<file path="src/link_ctrl_pkg.sv">
// Constants, register map and state type shared by the link control block.
// Assumes one 50 MHz clock; all users refer to names as link_ctrl_pkg::name.
package link_ctrl_pkg;

  localparam int ADDR_W = 8;
  localparam int DATA_W = 8;
  localparam int NPORT  = 2;
  localparam int FLD_W  = 2;
  localparam int PER_W  = 8;
  localparam int PSC_W  = 16;

  localparam logic [ADDR_W-1:0] OFF_MISC  = 8'h22;
  localparam logic [ADDR_W-1:0] OFF_STAT1 = 8'h24;
  localparam logic [ADDR_W-1:0] OFF_STAT2 = 8'h25;
  localparam logic [ADDR_W-1:0] OFF_LIN   = 8'h32;

  localparam logic [DATA_W-1:0] RST_MISC  = 8'h04;
  localparam logic [DATA_W-1:0] RST_LIN   = 8'hc0;
  localparam logic [DATA_W-1:0] LIN_WMASK = 8'hcf;

  localparam int MISC_TERM_BIT  = 7;
  localparam int MISC_LP_LSB    = 5;
  localparam int MISC_LPDIS_BIT = 4;
  localparam int MISC_DFP_LSB   = 2;
  localparam int MISC_SKIP_BIT  = 1;
  localparam int MISC_CMDIS_BIT = 0;

  localparam int STAT_LONG_BIT = 7;
  localparam int STAT_CM_BIT   = 3;
  localparam int STAT_U0_BIT   = 2;
  localparam int STAT_LP_BIT   = 1;
  localparam int STAT_DISC_BIT = 0;

  localparam int LIN_LFPS_LSB = 6;
  localparam int LIN_CONN_LSB = 2;
  localparam int LIN_UP_LSB   = 0;

  // Detect periods in milliseconds, entry n for field code n.
  localparam logic [3:0][PER_W-1:0] LP_PERIOD_MS  = {8'h9c, 8'h78, 8'h54, 8'h30};
  localparam logic [3:0][PER_W-1:0] DFP_PERIOD_MS = {8'h54, 8'h24, 8'h06, 8'h04};

  localparam int CLK_HZ    = 50000000;
  localparam int MS_PER_S  = 1000;
  localparam int MS_CYCLES = CLK_HZ / MS_PER_S;

  typedef enum logic [2:0] {
    LS_DETECT,
    LS_POLLING,
    LS_U0,
    LS_LOW_POWER,
    LS_COMPLIANCE,
    LS_INACTIVE,
    LS_WARM_RESET
  } link_state_e;

endpackage

</file>
<file path="src/sync_2ff.sv">
// Two-stage synchroniser for a bundle of independent level inputs.
// Assumes each bit is a slow level; bits are not coherent with each other.
`timescale 1ns/1ps
module sync_2ff #(
  parameter int W = 1
) (
  input  wire logic         MCLK,
  input  wire logic         RST,
  input  wire logic         CE,
  input  wire logic [W-1:0] D,
  output logic      [W-1:0] Q
);

  logic [W-1:0] meta_r;

  always_ff @(posedge MCLK) begin
    if (RST) begin
      meta_r <= '0;
      Q      <= '0;
    end else if (CE) begin
      meta_r <= D;
      Q      <= meta_r;
    end
  end

endmodule

</file>
<file path="src/detect_timer.sv">
// Millisecond interval counter that pulses once per programmed period.
// Assumes a one-cycle millisecond tick from the same clock and enable.
`timescale 1ns/1ps
module detect_timer #(
  parameter int PER_W = 8
) (
  input  wire logic             MCLK,
  input  wire logic             RST,
  input  wire logic             CE,
  input  wire logic             TICK,
  input  wire logic             RUN,
  input  wire logic             RESTART,
  input  wire logic [PER_W-1:0] PERIOD,
  output logic                  EXPIRE
);

  logic [PER_W-1:0] cnt_r;
  logic [PER_W-1:0] cnt_nxt;

  assign cnt_nxt = PER_W'(cnt_r + 1'b1);

  always_ff @(posedge MCLK) begin
    if (RST) begin
      cnt_r  <= '0;
      EXPIRE <= 1'b0;
    end else if (CE) begin
      EXPIRE <= 1'b0;
      if (RESTART || !RUN) begin
        cnt_r <= '0;
      end else if (TICK) begin
        if (cnt_nxt >= PERIOD) begin
          cnt_r  <= '0;
          EXPIRE <= 1'b1;
        end else begin
          cnt_r <= cnt_nxt;
        end
      end
    end
  end

endmodule

</file>
<file path="src/link_ctrl.sv">
// Link tracking, receiver-detect scheduling and status registers for two ports.
// Assumes link event pins are asynchronous levels and the register port is synchronous.
//
// Functional notes
// - Termination kept or removed at detect start.
// - Low-power detect period from two-bit code.
// - Disable bit stops detection in U2/U3.
// - Normal detect period from code, reset 6 ms.
// - Skip detect when polling seen in warm reset.
// - Compliance disable bit blocks compliance entry.
// - Long-channel flag, zero when equaliser disabled.
// - Compliance flag follows compliance state.
// - Active flag set on entering U0.
// - Low-power flag set on entering U2/U3.
// - Disconnect flag set on entry, resets high.
// - Linearity register steers transmitter output range.
// - Code zero highest level, code three lowest.
// - Only fast variant reports channel choice.
`timescale 1ns/1ps
module link_ctrl #(
  parameter int TICKS_PER_MS = link_ctrl_pkg::MS_CYCLES
) (
  input  wire logic                               MCLK,
  input  wire logic                               RST,
  input  wire logic                               CE,
  input  wire logic [link_ctrl_pkg::ADDR_W-1:0]   ADDR,
  input  wire logic [link_ctrl_pkg::DATA_W-1:0]   WR_DATA,
  input  wire logic                               WR_STB,
  input  wire logic                               RD_STB,
  output logic      [link_ctrl_pkg::DATA_W-1:0]   RD_DATA,
  input  wire logic                               ADAPTIVE_EQ_ENABLE,
  input  wire logic [1:0]                         ADAPTIVE_EQ_VARIANT,
  input  wire logic                               UPSTREAM_LIMITING_ENABLE,
  input  wire logic [link_ctrl_pkg::NPORT-1:0]    LONG_CHANNEL,
  input  wire logic [link_ctrl_pkg::NPORT-1:0]    FAR_TERM,
  input  wire logic [link_ctrl_pkg::NPORT-1:0]    FAR_POLLING,
  input  wire logic [link_ctrl_pkg::NPORT-1:0]    LP_ENTRY,
  input  wire logic [link_ctrl_pkg::NPORT-1:0]    LP_EXIT,
  input  wire logic [link_ctrl_pkg::NPORT-1:0]    WARM_RESET,
  input  wire logic [link_ctrl_pkg::NPORT-1:0]    POLL_TIMEOUT,
  input  wire logic [link_ctrl_pkg::NPORT-1:0]    TRAINED,
  output logic      [link_ctrl_pkg::NPORT-1:0]    DETECT_REQ,
  output logic      [link_ctrl_pkg::NPORT-1:0]    TERM_EN,
  output logic      [link_ctrl_pkg::FLD_W-1:0]    UPSTREAM_LINEAR_LEVEL,
  output logic      [link_ctrl_pkg::FLD_W-1:0]    UPSTREAM_TX_SWING,
  output logic      [link_ctrl_pkg::FLD_W-1:0]    CONNECTOR_TX_LEVEL,
  output logic      [link_ctrl_pkg::FLD_W-1:0]    LFPS_TX_LEVEL
);

  localparam int NP = link_ctrl_pkg::NPORT;
  localparam int SW = 7 * link_ctrl_pkg::NPORT;
  localparam logic [link_ctrl_pkg::PSC_W-1:0] TICK_LAST =
    link_ctrl_pkg::PSC_W'(TICKS_PER_MS - 1);

  logic [link_ctrl_pkg::DATA_W-1:0] misc_r;
  logic [link_ctrl_pkg::DATA_W-1:0] lin_r;
  logic [link_ctrl_pkg::PSC_W-1:0]  ms_cnt_r;
  logic                             ms_tick_r;
  logic [SW-1:0]                    pins_s;
  logic [NP-1:0]                    far_s;
  logic [NP-1:0]                    poll_s;
  logic [NP-1:0]                    lpin_s;
  logic [NP-1:0]                    lpout_s;
  logic [NP-1:0]                    warm_s;
  logic [NP-1:0]                    tmo_s;
  logic [NP-1:0]                    trn_s;
  logic [NP-1:0]                    expire;
  logic [NP-1:0]                    tmr_run;
  logic [NP-1:0]                    tmr_restart;
  logic [link_ctrl_pkg::PER_W-1:0]  tmr_period [NP];
  logic [NP-1:0]                    polled_r;
  logic [NP-1:0]                    long_r;
  logic [NP-1:0]                    cm_r;
  logic [NP-1:0]                    u0_r;
  logic [NP-1:0]                    lp_r;
  logic [NP-1:0]                    disc_r;
  link_ctrl_pkg::link_state_e       st_r   [NP];
  link_ctrl_pkg::link_state_e       st_nxt [NP];

  logic [link_ctrl_pkg::FLD_W-1:0] lp_code;
  logic [link_ctrl_pkg::FLD_W-1:0] dfp_code;
  logic                            fast_variant;

  assign lp_code  = misc_r[link_ctrl_pkg::MISC_LP_LSB +: link_ctrl_pkg::FLD_W];
  assign dfp_code = misc_r[link_ctrl_pkg::MISC_DFP_LSB +: link_ctrl_pkg::FLD_W];
  assign fast_variant = !ADAPTIVE_EQ_VARIANT[0];

  function automatic logic [link_ctrl_pkg::FLD_W-1:0] level_of(
    input logic [link_ctrl_pkg::FLD_W-1:0] code);
    level_of = ~code;
  endfunction

  function automatic logic [link_ctrl_pkg::DATA_W-1:0] stat_word(input int p);
    logic [link_ctrl_pkg::DATA_W-1:0] w;
    w = '0;
    w[link_ctrl_pkg::STAT_LONG_BIT] = long_r[p];
    w[link_ctrl_pkg::STAT_CM_BIT]   = cm_r[p];
    w[link_ctrl_pkg::STAT_U0_BIT]   = u0_r[p];
    w[link_ctrl_pkg::STAT_LP_BIT]   = lp_r[p];
    w[link_ctrl_pkg::STAT_DISC_BIT] = disc_r[p];
    return w;
  endfunction

  sync_2ff #(
    .W (SW)
  ) u_sync (
    .MCLK (MCLK),
    .RST  (RST),
    .CE   (CE),
    .D    ({TRAINED, POLL_TIMEOUT, WARM_RESET, LP_EXIT, LP_ENTRY, FAR_POLLING, FAR_TERM}),
    .Q    (pins_s)
  );

  assign {trn_s, tmo_s, warm_s, lpout_s, lpin_s, poll_s, far_s} = pins_s;

  // One shared millisecond tick keeps the per-port timers narrow.
  always_ff @(posedge MCLK) begin
    if (RST) begin
      ms_cnt_r  <= '0;
      ms_tick_r <= 1'b0;
    end else if (CE) begin
      ms_tick_r <= (ms_cnt_r == TICK_LAST);
      if (ms_cnt_r == TICK_LAST) begin
        ms_cnt_r <= '0;
      end else begin
        ms_cnt_r <= link_ctrl_pkg::PSC_W'(ms_cnt_r + 1'b1);
      end
    end
  end

  always_ff @(posedge MCLK) begin
    if (RST) begin
      misc_r <= link_ctrl_pkg::RST_MISC;
    end else if (CE && WR_STB && ADDR == link_ctrl_pkg::OFF_MISC) begin
      misc_r <= WR_DATA;
    end
  end

  always_ff @(posedge MCLK) begin
    if (RST) begin
      lin_r <= link_ctrl_pkg::RST_LIN;
    end else if (CE && WR_STB && ADDR == link_ctrl_pkg::OFF_LIN) begin
      lin_r <= WR_DATA & link_ctrl_pkg::LIN_WMASK;
    end
  end

  always_ff @(posedge MCLK) begin
    if (RST) begin
      RD_DATA <= '0;
    end else if (CE) begin
      RD_DATA <= '0;
      if (RD_STB) begin
        unique case (ADDR)
          link_ctrl_pkg::OFF_MISC:  RD_DATA <= misc_r;
          link_ctrl_pkg::OFF_STAT1: RD_DATA <= stat_word(0);
          link_ctrl_pkg::OFF_STAT2: RD_DATA <= stat_word(1);
          link_ctrl_pkg::OFF_LIN:   RD_DATA <= lin_r;
          default:                  RD_DATA <= '0;
        endcase
      end
    end
  end

  // Upstream field steers linear or limited driver.
  always_ff @(posedge MCLK) begin
    if (RST) begin
      UPSTREAM_LINEAR_LEVEL <= '0;
      UPSTREAM_TX_SWING     <= '0;
      CONNECTOR_TX_LEVEL    <= '0;
      LFPS_TX_LEVEL         <= '0;
    end else if (CE) begin
      CONNECTOR_TX_LEVEL <= level_of(lin_r[link_ctrl_pkg::LIN_CONN_LSB +: link_ctrl_pkg::FLD_W]);
      LFPS_TX_LEVEL      <= level_of(lin_r[link_ctrl_pkg::LIN_LFPS_LSB +: link_ctrl_pkg::FLD_W]);
      if (UPSTREAM_LIMITING_ENABLE) begin
        UPSTREAM_LINEAR_LEVEL <= '0;
        UPSTREAM_TX_SWING <= level_of(lin_r[link_ctrl_pkg::LIN_UP_LSB +: link_ctrl_pkg::FLD_W]);
      end else begin
        UPSTREAM_TX_SWING     <= '0;
        UPSTREAM_LINEAR_LEVEL <=
          level_of(lin_r[link_ctrl_pkg::LIN_UP_LSB +: link_ctrl_pkg::FLD_W]);
      end
    end
  end

  for (genvar p = 0; p < NP; p++) begin : g_port

    assign tmr_period[p] = (st_r[p] == link_ctrl_pkg::LS_LOW_POWER) ?
                           link_ctrl_pkg::LP_PERIOD_MS[lp_code] :
                           link_ctrl_pkg::DFP_PERIOD_MS[dfp_code];
    assign tmr_run[p] = (st_r[p] == link_ctrl_pkg::LS_DETECT) ||
                        (st_r[p] == link_ctrl_pkg::LS_INACTIVE) ||
                        (st_r[p] == link_ctrl_pkg::LS_LOW_POWER &&
                         !misc_r[link_ctrl_pkg::MISC_LPDIS_BIT]);
    assign tmr_restart[p] = (st_nxt[p] != st_r[p]);

    detect_timer #(
      .PER_W (link_ctrl_pkg::PER_W)
    ) u_timer (
      .MCLK    (MCLK),
      .RST     (RST),
      .CE      (CE),
      .TICK    (ms_tick_r),
      .RUN     (tmr_run[p]),
      .RESTART (tmr_restart[p]),
      .PERIOD  (tmr_period[p]),
      .EXPIRE  (expire[p])
    );

    always_comb begin
      st_nxt[p] = st_r[p];
      unique case (st_r[p])
        link_ctrl_pkg::LS_DETECT: begin
          if (warm_s[p]) begin
            st_nxt[p] = link_ctrl_pkg::LS_WARM_RESET;
          end else if (expire[p] && far_s[p]) begin
            st_nxt[p] = link_ctrl_pkg::LS_POLLING;
          end
        end
        link_ctrl_pkg::LS_POLLING: begin
          if (warm_s[p]) begin
            st_nxt[p] = link_ctrl_pkg::LS_WARM_RESET;
          end else if (trn_s[p]) begin
            st_nxt[p] = link_ctrl_pkg::LS_U0;
          end else if (tmo_s[p]) begin
            st_nxt[p] = misc_r[link_ctrl_pkg::MISC_CMDIS_BIT] ?
                        link_ctrl_pkg::LS_DETECT : link_ctrl_pkg::LS_COMPLIANCE;
          end
        end
        link_ctrl_pkg::LS_U0: begin
          if (warm_s[p]) begin
            st_nxt[p] = link_ctrl_pkg::LS_WARM_RESET;
          end else if (lpin_s[p]) begin
            st_nxt[p] = link_ctrl_pkg::LS_LOW_POWER;
          end else if (tmo_s[p]) begin
            st_nxt[p] = link_ctrl_pkg::LS_INACTIVE;
          end
        end
        link_ctrl_pkg::LS_LOW_POWER: begin
          if (warm_s[p]) begin
            st_nxt[p] = link_ctrl_pkg::LS_WARM_RESET;
          end else if (lpout_s[p]) begin
            st_nxt[p] = link_ctrl_pkg::LS_U0;
          end else if (expire[p] && !far_s[p]) begin
            st_nxt[p] = link_ctrl_pkg::LS_DETECT;
          end
        end
        link_ctrl_pkg::LS_COMPLIANCE: begin
          if (warm_s[p]) begin
            st_nxt[p] = link_ctrl_pkg::LS_WARM_RESET;
          end else if (misc_r[link_ctrl_pkg::MISC_CMDIS_BIT]) begin
            st_nxt[p] = link_ctrl_pkg::LS_DETECT;
          end
        end
        link_ctrl_pkg::LS_INACTIVE: begin
          if (warm_s[p]) begin
            st_nxt[p] = link_ctrl_pkg::LS_WARM_RESET;
          end else if (expire[p] && !far_s[p]) begin
            st_nxt[p] = link_ctrl_pkg::LS_DETECT;
          end
        end
        link_ctrl_pkg::LS_WARM_RESET: begin
          if (!warm_s[p]) begin
            // Skip detect after polled warm reset.
            st_nxt[p] = (misc_r[link_ctrl_pkg::MISC_SKIP_BIT] && polled_r[p]) ?
                        link_ctrl_pkg::LS_POLLING : link_ctrl_pkg::LS_DETECT;
          end
        end
      endcase
    end

    always_ff @(posedge MCLK) begin
      if (RST) begin
        st_r[p] <= link_ctrl_pkg::LS_DETECT;
      end else if (CE) begin
        st_r[p] <= st_nxt[p];
      end
    end

    // The polling seen during warm reset is only meaningful for that reset.
    always_ff @(posedge MCLK) begin
      if (RST) begin
        polled_r[p] <= 1'b0;
      end else if (CE) begin
        if (st_r[p] != link_ctrl_pkg::LS_WARM_RESET) begin
          polled_r[p] <= 1'b0;
        end else if (poll_s[p]) begin
          polled_r[p] <= 1'b1;
        end
      end
    end

    always_ff @(posedge MCLK) begin
      if (RST) begin
        TERM_EN[p] <= 1'b1;
      end else if (CE) begin
        if (st_nxt[p] == link_ctrl_pkg::LS_POLLING) begin
          TERM_EN[p] <= 1'b1;
        end else if ((st_r[p] == link_ctrl_pkg::LS_WARM_RESET &&
                      st_nxt[p] == link_ctrl_pkg::LS_DETECT) ||
                     (st_r[p] != link_ctrl_pkg::LS_INACTIVE &&
                      st_nxt[p] == link_ctrl_pkg::LS_INACTIVE)) begin
          TERM_EN[p] <= !misc_r[link_ctrl_pkg::MISC_TERM_BIT];
        end
      end
    end

    always_ff @(posedge MCLK) begin
      if (RST) begin
        DETECT_REQ[p] <= 1'b0;
      end else if (CE) begin
        DETECT_REQ[p] <= expire[p];
      end
    end

    // Long-channel flag forced low when disabled.
    always_ff @(posedge MCLK) begin
      if (RST) begin
        long_r[p] <= 1'b0;
      end else if (CE) begin
        long_r[p] <= ADAPTIVE_EQ_ENABLE && fast_variant && LONG_CHANNEL[p];
      end
    end

    always_ff @(posedge MCLK) begin
      if (RST) begin
        cm_r[p]   <= 1'b0;
        u0_r[p]   <= 1'b0;
        lp_r[p]   <= 1'b0;
        disc_r[p] <= 1'b1;
      end else if (CE) begin
        cm_r[p] <= (st_nxt[p] == link_ctrl_pkg::LS_COMPLIANCE);
        if (st_nxt[p] != st_r[p] &&
            (st_nxt[p] == link_ctrl_pkg::LS_U0 ||
             st_nxt[p] == link_ctrl_pkg::LS_LOW_POWER ||
             st_nxt[p] == link_ctrl_pkg::LS_DETECT)) begin
          u0_r[p]   <= (st_nxt[p] == link_ctrl_pkg::LS_U0);
          lp_r[p]   <= (st_nxt[p] == link_ctrl_pkg::LS_LOW_POWER);
          disc_r[p] <= (st_nxt[p] == link_ctrl_pkg::LS_DETECT);
        end
      end
    end

  end
endmodule

</file>
<file path="config.mk">
export PLATFORM = sky130hd
export DESIGN_NAME = link_ctrl
export DESIGN_NICKNAME = d
export VERILOG_FILES = /design/src/link_ctrl_pkg.sv /design/src/sync_2ff.sv /design/src/detect_timer.sv /design/src/link_ctrl.sv
export SDC_FILE = /design/constraint.sdc
export NUM_CORES = 1
export LEC_CHECK = 0
export BUFFER_PORTS_ARGS = -buffer_cell sky130_fd_sc_hd__buf_4
export CAP_MARGIN = 5
export CELL_PAD_IN_SITES_DETAIL_PLACEMENT = 1
export CELL_PAD_IN_SITES_GLOBAL_PLACEMENT = 2
export CORE_MARGIN = 5
export CORE_UTILIZATION = 40
export CTS_BUF_LIST = sky130_fd_sc_hd__clkbuf_4
export CTS_CLUSTER_DIAMETER = 30
export CTS_CLUSTER_SIZE = 25
export DETAILED_ROUTE_END_ITERATION = 7
export GPL_TIMING_DRIVEN = 0
export PLACE_DENSITY_LB_ADDON = 0.25
export SLEW_MARGIN = 20
export SYNTH_ARGS = -nofsm -noshare
export SYNTH_HDL_FRONTEND = slang
export SYNTH_SLANG_ARGS = --single-unit
</file>
<file path="constraint.sdc">
create_clock -name MCLK -period 8.1 [get_ports MCLK]
set_clock_uncertainty 0.15 [all_clocks]
set_input_delay 1.215 -clock MCLK [delete_from_list [all_inputs] [get_ports MCLK]]
set_output_delay 1.215 -clock MCLK [all_outputs]
set_load 0.05 [all_outputs]
</file>
# == Yosys cells after proc, flatten, opt, wreduce, memory -nomap -nowiden ==
# Memory sizes are Yosys's and may differ from the RTL's.
# Cells that the tools add are included.
# op_classes
mul,0
bitwise,5
n_div,0
add_sub_neg,3
shift,0
reduce_logical,57
n_eq_ne,33
n_mux,73
order_cmp,4
# ops
op,count
$mux 3,33
$mux 8,11
$pmux 3 s7,2
$bmux 8 s2,2
$eq 8x6->1 const B,4
$pmux 8 s4,1
$eq 3x3->1 const B,10
$eq 3x2->1 const B,8
$mux 1,21
$logic_and 1x1->1,20
$add 16x1->16 const B,1
$add 8x1->8 const B,2
$eq 16x16->1 const B,1
$ge 8x8->1,2
$mux 16,1
$reduce_and 2->1,8
$eq 3x1->1 const B,4
$logic_not 3->1,4
$logic_or 1x1->1,12
$ne 3x3->1 const B,4
$reduce_bool 2->1,6
$logic_not 1->1,7
$lt 2x3->1 const B,2
$ne 3x3->1,2
other kinds (3),7
# totals
output_inout_bits,20
word_cells,207
latchBits,0
rom_bits,0
mem_count,1
in_bits,41
mem_bits_rw,6
regBits,109
# memory_table
memory,depth,width,rd,rd_clocked_by_memory_dff,write_ports,line,rtl
st_r,2,3,2,0,2,link_ctrl.sv:77,link_ctrl_pkg::link_state_e st_r [NP];

# == Depth between registers and ports, before layout ==
# depth
depth_word,11
ltp_mapped,14

# == Modules after synthesis ==
# A second synthesis with hierarchy kept.
# hier_totals
hier_cells,731
area_unflattened_um2,6227.2
# modules_own_cells
mod,seq_area_each_um2,area_each_um2,cells_per_inst,instances
link_ctrl,1441.4,3863.7,479,1
detect_timer,180.2,675.6,81,2
sync_2ff,560.5,1012.2,90,1

# == Worst setup path before layout ==
# Ideal clock, no wire load.
# synth_timing
kind,reg2reg
startpoint,register g_port[1].u_timer.cnt_r[2]
endpoint,register g_port[1].u_timer.cnt_r[1]
synth_period_minus_slack_ns,3.211
arrival_time_ns,2.986
setup_time_ns,0.075
setup_slack_ns,4.889
stages_incl_launch_ff,12
cell_sequence,dfxtp_1 nand3_1 or3_1 nor2_1 xnor2_1 inv_1 ha_1 a2111oi_0 o2111ai_1 and3_1 or4_1 o22ai_1
# synth_via
elab_chain_cells,5
# synth_lines
element,line,rtl
start: declaration,detect_timer.sv:17,logic [PER_W-1:0] cnt_r;
start signal: assignment,detect_timer.sv:35,cnt_r <= cnt_nxt;
$add 8x1->8,detect_timer.sv:20,assign cnt_nxt = PER_W'(cnt_r + 1'b1);
$ge 8x8->1,detect_timer.sv:31,if (cnt_nxt >= PERIOD) begin
$mux 8,detect_timer.sv:31,
$mux 8,detect_timer.sv:30,end else if (TICK) begin
$mux 8,detect_timer.sv:28,if (RESTART || !RUN) begin
# No other way between the ends. The select of a mux whose other input is x is not followed.
# A chain may end at the register's enable or synchronous reset.

==> impl_summary.log <==
INFO  metric tightest_slew = 0.840 ns
INFO  metric die-width = 135 um
INFO  metric worst_path_largest_cell_delay = 0.56 ns
INFO  metric combinational_family_with_the_most_area_after_synthesis = simple AND/OR/NAND/NOR gates
INFO  metric drc = 0
INFO  metric worstRegToRegCells = 10
INFO  metric cts_max_path_buffers = 2
INFO  metric count_of_cells_along_the_worst_hold_path = 2
INFO  metric post_synth_fa_ha_maj_area_fraction = 0.0402
INFO  metric globalRouteTotalUtil = 0.214
INFO  metric cts_tree = done
INFO  metric gp_congestion = 0.874
INFO  metric post_cts.resized_instances = 0
INFO  metric grt_setup_unrepaired = false
INFO  metric cp-start-kind = register
INFO  metric synth_compound_gate_area_share = 0.188
INFO  metric ir_drop = 0.108 mV
INFO  metric final.period_utilization = 0.477
INFO  metric hp-class = reg -> reg
INFO  metric worst-r2r-setup-slack = between 4 and 5 ns
INFO  metric cpMaxStageDelayCell = sky130_fd_sc_hd__a2111oi_0
INFO  metric total_of_flip_flops_plus_latches_after_synthesis = 115
INFO  metric synth_nets = 803
INFO  metric layout_net_count = 880
INFO  metric place_worst_setup_slack = 4.21 ns
INFO  metric yosys_warnings = 0
INFO  metric antenna_left = 0
INFO  metric io_pins = 61
INFO  metric slew-limit-headroom = 0.440
INFO  metric grt_first_pass_wirelength = 30.9 mm
INFO  metric worst-path-max-fanout = 10
INFO  metric fp.dieArea = approximately 0.018 mm^2
INFO  metric cts_hold_repair.buffers = 0
INFO  metric n_fill_cell = 1,848
INFO  metric final.min_clock_period = 3.87 ns
INFO  metric final_core_util = 0.471
INFO  metric power-per-cell-area = between 150 and 200 mW/mm^2
INFO  metric cp_data_arrival_time = 4.18 ns
INFO  metric syn_inst = 742
INFO  metric cts_made_buffers = 17
INFO  metric clk_pin_slew_worst_paths = 0.12 ns
INFO  metric grt_max_degree = 17
INFO  metric critical_path_class = reg -> reg
INFO  metric synthMuxAreaShare = 0.0662
INFO  metric synth-seq-area-share = 0.380
INFO  metric floorplan.core_area = 0.0152 mm^2
INFO  metric synth.largest_area_cell = sky130_fd_sc_hd__dfxtp_1
INFO  metric antenna_found_initial = 1
INFO  metric timing.rr.end = g_port[1].u_timer.cnt_r[7]$_SDFFE_PP0P_
INFO  metric floorplan.die.height = 135 um
INFO  metric first_pass_iters = 4
INFO  metric timing.hold.worst_endpoint = long_r[0]$_SDFFE_PP0P_
INFO  metric min-delay-start = long_r[0]$_SDFFE_PP0P_
INFO  metric async_reset_ff_frac = 0
INFO  metric worst_flop_to_flop_path_startpoint = st_r[1][2]$_SDFFCE_PN0P_
INFO  metric via_count = 5,718
INFO  metric power_leakage = 2.86 nW
INFO  metric ys_types = 77
INFO  metric setup-violations-final = 0
INFO  metric final.setup.worst_slack = 4.23 ns
INFO  metric share_of_layout_cells_above_drive_strength_1 = 0.147
INFO  metric max-cap-violations = 0
INFO  metric grt_pass1_vias = 5,818
INFO  metric maxSlewViolCount = 0
INFO  metric placed_area = 0.00689 mm^2
INFO  metric synth-simple-area-share = 0.240
INFO  metric netlist_top_cells_area = sky130_fd_sc_hd__dfxtp_1, sky130_fd_sc_hd__nor2_1, sky130_fd_sc_hd__mux2i_1
INFO  metric place.port_buffers = 58
INFO  metric post_synth_instance_area = 0.00622 mm^2
INFO  metric fmaxAchievable = 0.259 GHz
INFO  metric clock_tree.root_cell = sky130_fd_sc_hd__clkbuf_4
INFO  metric clk_latency = 0.52 ns
INFO  metric multi_input_area = about 0.0036 mm^2
INFO  metric initial_core_util = 0.409
INFO  metric synth_xor_area_frac = 0.0366
INFO  metric route.detailed.vias_per_inst = 5.60
INFO  metric final_design_area_no_fill = 0.00716 mm^2
INFO  metric grt_overflow = 0
INFO  metric detail_route.iter0.violations = 316
INFO  metric area_growth = 15.2%
INFO  metric seq_area = 0.00236 mm^2
INFO  metric synth_ff_type = sky130_fd_sc_hd__dfxtp_1
INFO  metric totalNegativeSetupSlack = 0 ns
INFO  metric setup.worst_path.end_class = register
INFO  metric drt_wl_total = around 19 mm
INFO  metric clkSinkCount = ~120
INFO  metric report.final.hold_viol_count = 0
INFO  metric run_status = finished clean
INFO  metric syn-mean-instance-area = 8.38 um^2
INFO  metric post_cts_buffers = 0
INFO  metric synth_enable_flop_cells = 6
INFO  metric wl_per_cell = 18.6 um
INFO  metric htreeDepth = 4
INFO  metric rows = 45
INFO  metric crit_chain = clkbuf_1 -> buf_1 -> nor2_1 -> o31a_1 -> ha_1 -> a2111oi_0 -> o2111ai_1 -> and3_1 -> or4_1 -> o22ai_1
INFO  metric dp_hpwl = 14.5 mm
INFO  metric critPathRequiredTime = 8.41 ns
INFO  metric synth_top_area_share = 0.351
## critical path, delay by kind of cell, from the launching register on
kind | cells | cell delay [ns]
fa+ha+maj | 1 | 0.19
simple gates | 3 | 0.98
flops | 1 | 0.45
compound gates | 4 | 1.19
buf+inv | 2 | 0.84
## cells in the mapped netlist (all sizes together), types with 11 or more instances
library cell,n
dfxtp,109
nand2b,12
clkbuf,21
nand2,76
nor2,109
xnor2,15
o21ai,20
buf,18
nand3,18
ha,20
nor3,15
a21oi,51
mux2i,40
inv,35
xor2,11
## state kept, by name, summed over array words and instances (netlist names), 6 cells and up
name and count:
ms_cnt_r 16, u_sync.Q 14, u_sync.meta_r 14, misc_r 8
lin_r 6, st_r 6, RD_DATA 8, g_port.u_timer.cnt_r 16
## cell type report
type / count / area share
Antenna cell: 1 / 0.000349
Inverter: 35 / 0.0183
Timing Repair Buffer: 58 / 0.0608
Sequential cell: 115 / 0.330
Tap cell: 188 / 0.0328
Clock inverter: 14 / 0.0192
Multi-Input combinational cell: 553 / 0.496
Clock buffer: 18 / 0.0189
Buffer: 39 / 0.0236
## cell families after synthesis
| kind of cell | count (synthesis) |
|---|---|
| buffers and inverters | 74 |
| multiplexers | 41 |
| AO/OA/AOI/OAI | 162 |
| XOR/XNOR | 26 |
| AND/OR/NAND/NOR | 304 |
| flip-flops | 115 |
| adder cells (fa/ha/maj) | 20 |
## per-stage QoR
| step | instances | hold slack [ns] | power (mW) |
|---|---|---|---|
| after floorplan | 742 | 0.283 | 0.722 |
| after global placement | 988 | 0.304 | 0.778 |
| after detailed placement | 988 | 0.308 | 0.782 |
| after CTS | 1020 | 0.322 | 1.20 |
| after global routing | 1021 | 0.350 | 1.25 |
| final | 1021 | 0.324 | 1.19 |
## layer usage
metal	wire length, um	up-vias	GRT usage	part of all wire
li1	-	2783	-	-
met1	9020	2795	0.291	0.47
met2	8820	122	0.342	0.46
met3	883	18	0.0462	0.046
met4	305	0	0.0611	0.016
met5	0	-	0	0
## layout by cell type (no fill, tap or decap), types with 5 or more instances in the layout
cell type / synthesis / routed
sky130_fd_sc_hd__and2_1: 8 / 8
sky130_fd_sc_hd__mux2i_1: 40 / 40
sky130_fd_sc_hd__a22oi_1: 10 / 10
sky130_fd_sc_hd__nor3b_1: 6 / 6
sky130_fd_sc_hd__xor2_1: 11 / 11
sky130_fd_sc_hd__buf_4: 0 / 58
sky130_fd_sc_hd__o31a_1: 6 / 6
sky130_fd_sc_hd__a31oi_1: 5 / 5
sky130_fd_sc_hd__or3_1: 6 / 6
sky130_fd_sc_hd__nand3b_1: 9 / 9
sky130_fd_sc_hd__o21ai_0: 11 / 11
sky130_fd_sc_hd__edfxtp_1: 6 / 6
sky130_fd_sc_hd__inv_1: 35 / 35
sky130_fd_sc_hd__buf_1: 5 / 5
sky130_fd_sc_hd__ha_1: 20 / 20
sky130_fd_sc_hd__clkbuf_1: 21 / 21
sky130_fd_sc_hd__nand3_1: 16 / 16
sky130_fd_sc_hd__a22o_1: 7 / 7
sky130_fd_sc_hd__nor3_1: 14 / 14
sky130_fd_sc_hd__o22ai_1: 9 / 9
sky130_fd_sc_hd__nor2b_1: 10 / 10
sky130_fd_sc_hd__nor2_1: 109 / 109
sky130_fd_sc_hd__nand2b_1: 11 / 11
sky130_fd_sc_hd__and3_1: 8 / 8
sky130_fd_sc_hd__clkbuf_4: 0 / 18
sky130_fd_sc_hd__buf_2: 12 / 12
sky130_fd_sc_hd__xnor2_1: 15 / 15
sky130_fd_sc_hd__a21oi_1: 49 / 49
sky130_fd_sc_hd__dfxtp_1: 109 / 109
sky130_fd_sc_hd__o211ai_1: 7 / 7
sky130_fd_sc_hd__o21ai_2: 5 / 5
sky130_fd_sc_hd__nand2_1: 76 / 76
sky130_fd_sc_hd__nand4_1: 8 / 8
sky130_fd_sc_hd__a211oi_1: 6 / 6
## where the power goes
part | internal [mW] | switching [mW] | leakage, nW
sequential | 0.585 | 0.0120 | 0.951
combinational | 0.0661 | 0.108 | 1.76
clock | 0.184 | 0.235 | 0.144
total | 0.835 | 0.355 | 2.86
## how the worst max path moves through the flow
stage / startpoint / to / slack (ns) / cells after the start
CTS: st_r[1][2]$_SDFFCE_PN0P_ / g_port[1].u_timer.cnt_r[7]$_SDFFE_PP0P_ / 4.23 / 10
global route: st_r[1][2]$_SDFFCE_PN0P_ / g_port[1].u_timer.cnt_r[6]$_SDFFE_PP0P_ / 3.91 / 10
detailed placement: st_r[1][2]$_SDFFCE_PN0P_ / g_port[1].u_timer.cnt_r[1]$_SDFFE_PP0P_ / 4.21 / 10
finish: st_r[1][2]$_SDFFCE_PN0P_ / g_port[1].u_timer.cnt_r[7]$_SDFFE_PP0P_ / 4.23 / 10
global placement: st_r[1][2]$_SDFFCE_PN0P_ / g_port[1].u_timer.cnt_r[7]$_SDFFE_PP0P_ / 4.26 / 10
floorplan: g_port[1].u_timer.cnt_r[2]$_SDFFE_PP0P_ / g_port[1].u_timer.cnt_r[1]$_SDFFE_PP0P_ / 4.89 / 11
Power figures use the tool's default switching activity.
